### config.mk
export PLATFORM = sky130hd
export DESIGN_NAME = vcp_ctrl_regs
export DESIGN_NICKNAME = d
export VERILOG_FILES = /design/src/rtl/vcp_pkg.sv /design/src/rtl/vcp_out_if.sv /design/src/rtl/vcp_out_stage.sv /design/src/rtl/vcp_ctrl_regs.sv
export VERILOG_INCLUDE_DIRS = /design/src /design/src/rtl
export SDC_FILE = /design/constraint.sdc
export NUM_CORES = 1
export LEC_CHECK = 0
export BUFFER_PORTS_ARGS = -buffer_cell sky130_fd_sc_hd__buf_2
export CELL_PAD_IN_SITES_DETAIL_PLACEMENT = 1
export CELL_PAD_IN_SITES_GLOBAL_PLACEMENT = 1
export CORE_MARGIN = 2
export CORE_UTILIZATION = 43
export CTS_CLUSTER_DIAMETER = 50
export DETAILED_ROUTE_END_ITERATION = 7
export GPL_TIMING_DRIVEN = 0
export PLACE_DENSITY_LB_ADDON = 0.25
export SYNTH_ARGS = -nofsm -noshare
export SYNTH_HDL_FRONTEND = slang
export SYNTH_SLANG_ARGS = --single-unit
### constraint.sdc
create_clock -name core_clk -period 3.24 [get_ports core_clk]
set_input_delay 0.648 -clock core_clk [delete_from_list [all_inputs] [get_ports core_clk]]
set_output_delay 0.648 -clock core_clk [all_outputs]
set_load 0.03 [all_outputs]
### src/rtl/vcp_defines.svh
// Register map, field positions and reset values of the VCXO PLL bank.
// Assumes inclusion by bare name from the rtl folder.
`ifndef VCP_DEFINES_SVH
`define VCP_DEFINES_SVH

// ----------------------------------------------------------------
// Addresses
// ----------------------------------------------------------------
`define VCP_ADDR_FB       8'h03
`define VCP_ADDR_LOOP     8'h0A
`define VCP_ADDR_POLPUMP  8'h10
`define VCP_ADDR_OUTOFS   8'h11
`define VCP_ADDR_PUMP2    8'h12
`define VCP_ADDR_COMMIT   8'h1F

// ----------------------------------------------------------------
// Field positions
// ----------------------------------------------------------------
`define VCP_FB_SEL_BIT    0
`define VCP_MV1_MSB_BIT   7
`define VCP_LOOP_BYP_BIT  0
`define VCP_POL_BIT       7
`define VCP_FORCE_BIT     6
`define VCP_POWER_BIT     7
`define VCP_FORMAT_BIT    6
`define VCP_OFS_EN_BIT    5
`define VCP_CODE_MSB      4
`define VCP_AMP_MSB       6
`define VCP_AMP_LSB       5

// ----------------------------------------------------------------
// Reset and startup values
// ----------------------------------------------------------------
`define VCP_FORCE_RST     1'b1
`define VCP_PUMP1_RST     5'h18
`define VCP_PUMP2_RST     5'h18
`define VCP_OFS_RST       5'h00
`define VCP_PWR_STARTUP   1'b1
`define VCP_FMT_STARTUP   1'b1
`define VCP_AMP_STARTUP   2'h3
`define VCP_BYTE_ZERO     8'h00

`endif

### src/rtl/vcp_pkg.sv
// Types shared by the VCXO PLL control bank modules.
// Assumes nothing beyond a SystemVerilog compiler.
package vcp_pkg;

  // Oscillator output settings that only change on commit
  typedef struct packed {
    logic       power_on;
    logic       format;
    logic [1:0] amplitude;
  } vcp_out_cfg_t;

endpackage

### src/rtl/vcp_out_if.sv
// Carrier between the register bank and the output staging unit.
// Assumes both modules sit in the same clock domain.
`timescale 1ns/1ps
interface vcp_out_if;
  vcp_pkg::vcp_out_cfg_t staged;
  logic                  commit;
  vcp_pkg::vcp_out_cfg_t active;

  modport bank  (output staged, output commit, input active);
  modport stage (input staged, input commit, output active);
endinterface

### src/rtl/vcp_out_stage.sv
// Holds the oscillator output settings actually in force.
// Assumes commit is a one-cycle pulse from the register bank.
`timescale 1ns/1ps
`include "vcp_defines.svh"
module vcp_out_stage (
  // Clock and reset
  input  wire logic core_clk,
  input  wire logic reset_n,
  // Bank side
  vcp_out_if.stage  link
);

  vcp_pkg::vcp_out_cfg_t next_active;

  // Startup state differs from the register readback on purpose
  always_comb begin
    next_active = link.active;
    if (link.commit) begin
      next_active = link.staged;
    end
  end

  always_ff @(posedge core_clk or negedge reset_n) begin
    if (!reset_n) begin
      link.active <= '{power_on:  `VCP_PWR_STARTUP,
                       format:    `VCP_FMT_STARTUP,
                       amplitude: `VCP_AMP_STARTUP};
    end else begin
      link.active <= next_active;
    end
  end

endmodule

### src/rtl/vcp_ctrl_regs.sv
// Control register bank of the first-stage VCXO PLL and second-stage pump.
// Assumes a serial front end presenting byte reads and writes as strobes.
//
// Behaviour
// - Bit 0 of vcxo_feedback_bypass picks first divider alone or both dividers
// - Bit 0 of vcxo_loop_bypass disables and bypasses the first-stage PLL
// - Bit 7 of vcxo_loop_polarity_pump picks positive or negative tuning polarity
// - Force bit, reset to one, holds tuning at mid-scale
// - First pump code sets 50 uA times code plus one, resets 0x18
// - Oscillator output power bit; output starts powered while reading 0
// - Power change applies only on commit register write
// - Format bit picks LVDS or LVPECL; starts LVPECL while reading 0
// - Format change applies only on commit register write
// - Offset enable applies programmed static phase offset
// - Five-bit offset code, 0.9 degrees per step, resets to zero
// - Second pump code sets 200 uA times code plus one, resets 0x18
`timescale 1ns/1ps
`include "vcp_defines.svh"
module vcp_ctrl_regs (
  // Clock and reset
  input  wire logic       core_clk,
  input  wire logic       reset_n,
  // Register port
  input  wire logic [7:0] reg_addr,
  input  wire logic [7:0] reg_wdata,
  input  wire logic       reg_wr,
  input  wire logic       reg_rd,
  output logic      [7:0] reg_rdata,
  output logic            reg_rvalid,
  // First-stage loop controls
  output logic            feedback_chain_select,
  output logic            second_feedback_divider_msb,
  output logic            first_loop_bypass,
  output logic            tuning_polarity,
  output logic            force_midscale_tune,
  output logic      [4:0] first_pump_current_code,
  output logic            phase_offset_enable,
  output logic      [4:0] phase_offset_code,
  // Second-stage pump
  output logic      [4:0] second_pump_current_code,
  // Oscillator output in force
  output logic            osc_output_power_on,
  output logic            osc_output_format,
  output logic      [1:0] osc_output_amplitude
);

  // ----------------------------------------------------------------
  // Staged register fields
  // ----------------------------------------------------------------
  logic       power_reg;
  logic       format_reg;
  logic [1:0] amp_reg;
  logic       next_fb_sel;
  logic       next_mv1_msb;
  logic       next_loop_byp;
  logic       next_pol;
  logic       next_force;
  logic [4:0] next_pump1;
  logic       next_power;
  logic       next_format;
  logic       next_ofs_en;
  logic [4:0] next_ofs;
  logic [1:0] next_amp;
  logic [4:0] next_pump2;
  logic [7:0] next_rdata;

  vcp_out_if out_link ();

  vcp_out_stage u_stage (
    .core_clk (core_clk),
    .reset_n  (reset_n),
    .link     (out_link.stage)
  );

  assign out_link.staged = '{power_on:  power_reg,
                             format:    format_reg,
                             amplitude: amp_reg};
  // Commit takes the staged values as they stand before this edge
  assign out_link.commit = reg_wr && (reg_addr == `VCP_ADDR_COMMIT);
  assign osc_output_power_on  = out_link.active.power_on;
  assign osc_output_format    = out_link.active.format;
  assign osc_output_amplitude = out_link.active.amplitude;

  // ----------------------------------------------------------------
  // Write decode
  // ----------------------------------------------------------------
  always_comb begin
    next_fb_sel   = feedback_chain_select;
    next_mv1_msb  = second_feedback_divider_msb;
    next_loop_byp = first_loop_bypass;
    next_pol      = tuning_polarity;
    next_force    = force_midscale_tune;
    next_pump1    = first_pump_current_code;
    next_power    = power_reg;
    next_format   = format_reg;
    next_ofs_en   = phase_offset_enable;
    next_ofs      = phase_offset_code;
    next_amp      = amp_reg;
    next_pump2    = second_pump_current_code;
    if (reg_wr) begin
      unique case (reg_addr)
        `VCP_ADDR_FB: begin
          next_fb_sel  = reg_wdata[`VCP_FB_SEL_BIT];
          next_mv1_msb = reg_wdata[`VCP_MV1_MSB_BIT];
        end
        `VCP_ADDR_LOOP: begin
          next_loop_byp = reg_wdata[`VCP_LOOP_BYP_BIT];
        end
        `VCP_ADDR_POLPUMP: begin
          next_pol   = reg_wdata[`VCP_POL_BIT];
          next_force = reg_wdata[`VCP_FORCE_BIT];
          next_pump1 = reg_wdata[`VCP_CODE_MSB:0];
        end
        `VCP_ADDR_OUTOFS: begin
          // Power and format held back from the pins until the commit write; offset fields apply at once
          next_power  = reg_wdata[`VCP_POWER_BIT];
          next_format = reg_wdata[`VCP_FORMAT_BIT];
          next_ofs_en = reg_wdata[`VCP_OFS_EN_BIT];
          next_ofs    = reg_wdata[`VCP_CODE_MSB:0];
        end
        `VCP_ADDR_PUMP2: begin
          next_amp   = reg_wdata[`VCP_AMP_MSB:`VCP_AMP_LSB];
          next_pump2 = reg_wdata[`VCP_CODE_MSB:0];
        end
        default: begin
        end
      endcase
    end
  end

  // ----------------------------------------------------------------
  // Read mux
  // ----------------------------------------------------------------
  always_comb begin
    next_rdata = `VCP_BYTE_ZERO;
    if (reg_rd) begin
      unique case (reg_addr)
        `VCP_ADDR_FB: begin
          next_rdata[`VCP_FB_SEL_BIT]  = feedback_chain_select;
          next_rdata[`VCP_MV1_MSB_BIT] = second_feedback_divider_msb;
        end
        `VCP_ADDR_LOOP: begin
          next_rdata[`VCP_LOOP_BYP_BIT] = first_loop_bypass;
        end
        `VCP_ADDR_POLPUMP: begin
          next_rdata[`VCP_POL_BIT]     = tuning_polarity;
          next_rdata[`VCP_FORCE_BIT]   = force_midscale_tune;
          next_rdata[`VCP_CODE_MSB:0]  = first_pump_current_code;
        end
        `VCP_ADDR_OUTOFS: begin
          // Reads the staged values, not those in force
          next_rdata[`VCP_POWER_BIT]   = power_reg;
          next_rdata[`VCP_FORMAT_BIT]  = format_reg;
          next_rdata[`VCP_OFS_EN_BIT]  = phase_offset_enable;
          next_rdata[`VCP_CODE_MSB:0]  = phase_offset_code;
        end
        `VCP_ADDR_PUMP2: begin
          next_rdata[`VCP_AMP_MSB:`VCP_AMP_LSB] = amp_reg;
          next_rdata[`VCP_CODE_MSB:0]           = second_pump_current_code;
        end
        default: begin
        end
      endcase
    end
  end

  // ----------------------------------------------------------------
  // Registers
  // ----------------------------------------------------------------
  always_ff @(posedge core_clk or negedge reset_n) begin
    if (!reset_n) begin
      feedback_chain_select       <= 1'b0;
      second_feedback_divider_msb <= 1'b0;
      first_loop_bypass           <= 1'b0;
      tuning_polarity             <= 1'b0;
      force_midscale_tune         <= `VCP_FORCE_RST;
      first_pump_current_code     <= `VCP_PUMP1_RST;
      power_reg                   <= 1'b0;
      format_reg                  <= 1'b0;
      phase_offset_enable         <= 1'b0;
      phase_offset_code           <= `VCP_OFS_RST;
      amp_reg                     <= 2'h0;
      second_pump_current_code    <= `VCP_PUMP2_RST;
      reg_rdata                   <= `VCP_BYTE_ZERO;
      reg_rvalid                  <= 1'b0;
    end else begin
      feedback_chain_select       <= next_fb_sel;
      second_feedback_divider_msb <= next_mv1_msb;
      first_loop_bypass           <= next_loop_byp;
      tuning_polarity             <= next_pol;
      force_midscale_tune         <= next_force;
      first_pump_current_code     <= next_pump1;
      power_reg                   <= next_power;
      format_reg                  <= next_format;
      phase_offset_enable         <= next_ofs_en;
      phase_offset_code           <= next_ofs;
      amp_reg                     <= next_amp;
      second_pump_current_code    <= next_pump2;
      reg_rdata                   <= next_rdata;
      reg_rvalid                  <= reg_rd;
    end
  end

  logic wr_fb;
  logic wr_loop;
  logic wr_pp;
  logic wr_oo;
  logic wr_p2;
  assign wr_fb   = reg_wr && (reg_addr == `VCP_ADDR_FB);
  assign wr_loop = reg_wr && (reg_addr == `VCP_ADDR_LOOP);
  assign wr_pp   = reg_wr && (reg_addr == `VCP_ADDR_POLPUMP);
  assign wr_oo   = reg_wr && (reg_addr == `VCP_ADDR_OUTOFS);
  assign wr_p2   = reg_wr && (reg_addr == `VCP_ADDR_PUMP2);
endmodule

======== Word-level counts from Yosys, hierarchy flattened ========
Cells that the tools add are included.
word-level totals
  bits in registers ....................... 38
  input port bits ......................... 20
  output and inout port bits .............. 34
  word-level logic and storage cells ...... 35
operators by class
  equal/unequal tests ..................... 6
  muxes and demuxes ....................... 6
  reduce and logical (&&, ||, !) cells .... 6
operators with widths
  cell                                                 count
  equality test 8 x 5 -> 1 bit, second input constant  4
  case mux 4 bit (3 select lines)                      1
  AND reduction 2 bit                                  5
  equality test 8 x 2 -> 1 bit, second input constant  1
  equality test 8 x 4 -> 1 bit, second input constant  1
  2-to-1 mux 8 bit                                     1
  case mux 1 bit (3 select lines)                      2
  case mux 1 bit (5 select lines)                      1
  case mux 1 bit (2 select lines)                      1
  logical AND 1 bit                                    1

======== Longest topological paths before layout ========
  word-level depth ........................ 3
  gate-level depth with buffers ........... 5
  gate-level depth less buffers ........... 4

======== By module ========
Synthesis repeated with hierarchy kept, for this count alone.
second synthesis, totals
  cells, all modules ...................... 134
  area total of the unflattened synthesis .. 1719.1 µm²
by module, submodules not included
  module         instances  cells an instance  area an instance (µm²)
  vcp_ctrl_regs  1          126                1569.0
  vcp_out_stage  1          8                  150.1

======== Least setup slack after synthesis ========
OpenSTA, ideal clock, no wires.
  path kind ............................... in2reg
  start point ............................. input reg_addr[5]
  end point ............................... register format_reg
  library setup time ...................... 0.125 ns
  arrival time ............................ 1.773 ns
  required time ........................... 3.115 ns
  setup slack ............................. 1.342 ns
  cell stages on the path ................. 5
  buffers on the path ..................... 1
  cell sequence ........................... nor4_4 and2_4 and4_4 buf_12 mux2_4
between the ends
  longest elaborated chain between the ends .. 2
ends and longest elaborated chain
  item                           line                  RTL
  start, declared                vcp_ctrl_regs.sv:24   input wire logic [7:0] reg_addr,
  equality test 8 x 5 -> 1 bit   vcp_ctrl_regs.sv:101  unique case (reg_addr)
  AND reduction 2 bit (no line)  -
  end signal, assigned           vcp_ctrl_regs.sv:194  format_reg <= next_format;
  end, declared                  vcp_ctrl_regs.sv:51   logic format_reg;
No other way between the ends.
A chain may end at the register's enable or synchronous reset.

======== Worst setup path after layout ========
  start point ............................. input reg_addr[5]
  end point ............................... register first_pump_current_code[0]
between the ends
  longest elaborated chain between the ends .. 2
ends and longest elaborated chain
  item                           line                  RTL
  equality test 8 x 5 -> 1 bit   vcp_ctrl_regs.sv:101
  AND reduction 2 bit (no line)  -
  end signal, assigned           vcp_ctrl_regs.sv:177  first_pump_current_code <= `VCP_PUMP1_RST;
  end signal, assigned           vcp_ctrl_regs.sv:192  first_pump_current_code <= next_pump1;
  end, declared                  vcp_ctrl_regs.sv:36   output logic [4:0] first_pump_current_code,
No other way between the ends.

==> results.cfg <==
[synth]
postSynth.asyncResetShare = 1.00
synthesis.nets = 150
synth.yosys.seq_area_share = 0.534
ys_warn_count = 0
netlist_area_um2 = 1800
netlist-cell-type-count = 30
synth_flop_cell = sky130_fd_sc_hd__dfrtp_1
syn_inst = 130
syn_avg_cell_area_um2 = 13.8
ys_ff_latch = 38
synth_enable_flop_cells = 0

[sta]
final_max_slew_viol_count = 0
setup-tns-final_ns = 0
finalSetupViolCount = 0
hold_slack_ns = 0.461
unrepaired_setup_endpoints_after_global_routing = false
timing.final.hold_violations = 0
timing.fmax_mhz = 547
fin_worst_skew_ns = 0.00471
finalCritPeriodShare = 0.564
min_period_ns = 1.83
worstMarginPinSlew_ns = 0.851
maxSlewHeadroom = 0.432

[detailed_routing]
drt_drc_violations_left = 0
dr.first_iter.drc_count = 44
post_drt_wl_per_cell_um = 17.7
routed_via_count = 1222
wirelength_routed_um = 4260
antenna_violating_nets_left = 0
detail_route.first_pass.iterations = 4
viasPerCell = 5.09

[cells_and_area]
max_flop_register = reg_rdata
largest_reg_flops = 8
antennaDiodeCount = 0
final_layout_size_suffix_gt1_frac = 0.574
commonest_cells_after_routing_fill_and_taps_aside = 54 x sky130_fd_sc_hd__buf_2, 29 x sky130_fd_sc_hd__dfrtp_1, 22 x sky130_fd_sc_hd__mux2_4
layout-area-overhead-vs-synth_pct = 24.0
final_common_cell = sky130_fd_sc_hd__buf_2
finalNetCount = 209

[critical_path]
critical_path_peak_fanout = 7
max_stage_delay_ns = 0.32
setup.worst_path.class = input port to register
critical_path.cell_chain = buf_2, nor4_4, and2_4, and4b_1, buf_6, mux2_4
cpMaxStageDelayCell = sky130_fd_sc_hd__nor4_4
endpoint_kind = register
startpoint_type = input port
required_time_worst_endpoint_ns = 3.42
timing.critical_path.arrival_ns = 2.00

[die]
placeableCoreArea_um2 = 4030
die-width_um = 68.7
io_pins = 54
initial_core_util = 0.447
floorplan.rows = 23
design.die.area_um2 = 4720
dieHeight_um = 68.7

[global_route]
grt_first_pass_wirelength_um = 6760
global_route.usage.met3 = 0.0455
met1_usage = 0.256
top_usage_layer_grt = met2
globalRouteTotalUtil = 0.203
antenna_found_initial = 0
number_of_global_route_vias_before_repair = 1292
grt_start_max_net_pins = 39
grtUsageMet2 = 0.341
overflow = 0

[power_and_ir_drop]
worst_ir_drop_vdd_uv = 199
power_leakage_uw = 0.00114
power_density_nw_per_um2 = 457

[clocking]
clock_latency_on_the_worst_skew_pair_ns = 0.29
ctsHoldBuffers = 0
cts.root.buffer_cell = sky130_fd_sc_hd__clkbuf_8
max-clock-path-buffers = 2
postCtsSetupBuffers = 0
cts.sink_count = 38
clk_transition_reported_paths_ns = 0.08
number_of_h_tree_levels = 2
cts_tree = yes
postCtsResizedCells = 0
tritoncts.num_buffers = 5

[run_status]
run_status = complete, no violations

[placement]
dp_hpwl_um = 3120
gp_routability_congestion = 0.752
io_buffer_count = 52

[run]
drv_cap = 0

[min_path]
min_path_type = input port to async pin
## power breakdown
part | switching, uW | internal (uW)
sequential | 12.9 | 493
combinational | 73.3 | 46.9
clock | 168 | 227
total | 254 | 766
## worst max-delay path, delay by kind of cell
| family | cells | cell delay, ns |
|---|---|---|
| AND/OR/NAND/NOR | 3 | 0.75 |
| multiplexers | 1 | 0.31 |
| buffers and inverters | 2 | 0.29 |
## path summary, 6_finish.rpt
path / startpoint / end / slack (ns) / depth (start not counted)
worst max-delay path: reg_addr[5] / first_pump_current_code[0]$_DFFE_PN0P_ / 1.41 / 6
worst min-delay path: reset_n / phase_offset_code[3]$_DFFE_PN0P_ / 0.46 / 1
worst max register to register: tuning_polarity$_DFFE_PN0P_ / reg_rdata[7]$_DFF_PN0_ / 2.09 / 3
worst min register to register: power_reg$_DFFE_PN0P_ / power_reg$_DFFE_PN0P_ / 0.54 / 1
max in group asynchronous: reset_n / first_pump_current_code[0]$_DFFE_PN0P_ / 2.25 / 1
min in group core_clk: reg_rd / reg_rvalid$_DFF_PN0_ / 0.52 / 1
## synthesized netlist by cell type (3+ instances only)
cell,count,area (um^2)
sky130_fd_sc_hd__nor2_1,13,48.8
sky130_fd_sc_hd__mux2_2,8,90.1
sky130_fd_sc_hd__dfrtp_1,29,726
sky130_fd_sc_hd__nand2_1,3,11.3
sky130_fd_sc_hd__mux2i_1,6,60.1
sky130_fd_sc_hd__dfstp_2,9,236
sky130_fd_sc_hd__a21oi_1,8,40.0
sky130_fd_sc_hd__clkbuf_1,3,11.3
sky130_fd_sc_hd__mux2_4,22,330
## layer usage
layer,share of wire,wire length [um]
met2,0.50,2130
met4,0.015,65
met5,0,0
met3,0.050,212
met1,0.44,1850
## layout make-up
type	count	area (um^2)
fillers	436	1800
flip-flops and latches	38	962
multi-input cells	83	762
repair buffers	52	260
plain buffers	8	72.6
clock buffers	5	68.8
well taps	50	62.6
clock inverters	3	40.0
inverters	1	3.75
## cell families after synthesis
| group | share of synthesized area |
|---|---|
| compound gates | 0.0354 |
| xor+xnor | 0.00487 |
| buf+inv | 0.0424 |
| flops | 0.534 |
| mux | 0.267 |
| simple gates | 0.116 |
## per-stage QoR
step                      power [uW]  instance area, um^2  utilization  cells  worst slack (ns)
after floorplan                  582                 1800            -    130              1.34
after global placement           630                 2120        0.527    232              1.11
after detailed placement         636                 2120        0.527    232              1.11
after CTS                       1030                 2230        0.554    240              1.41
after global routing            1060                 2230        0.554    240              1.36
final                           1020                 2230        0.554    240              1.41
(Power assumes the default switching activity.)
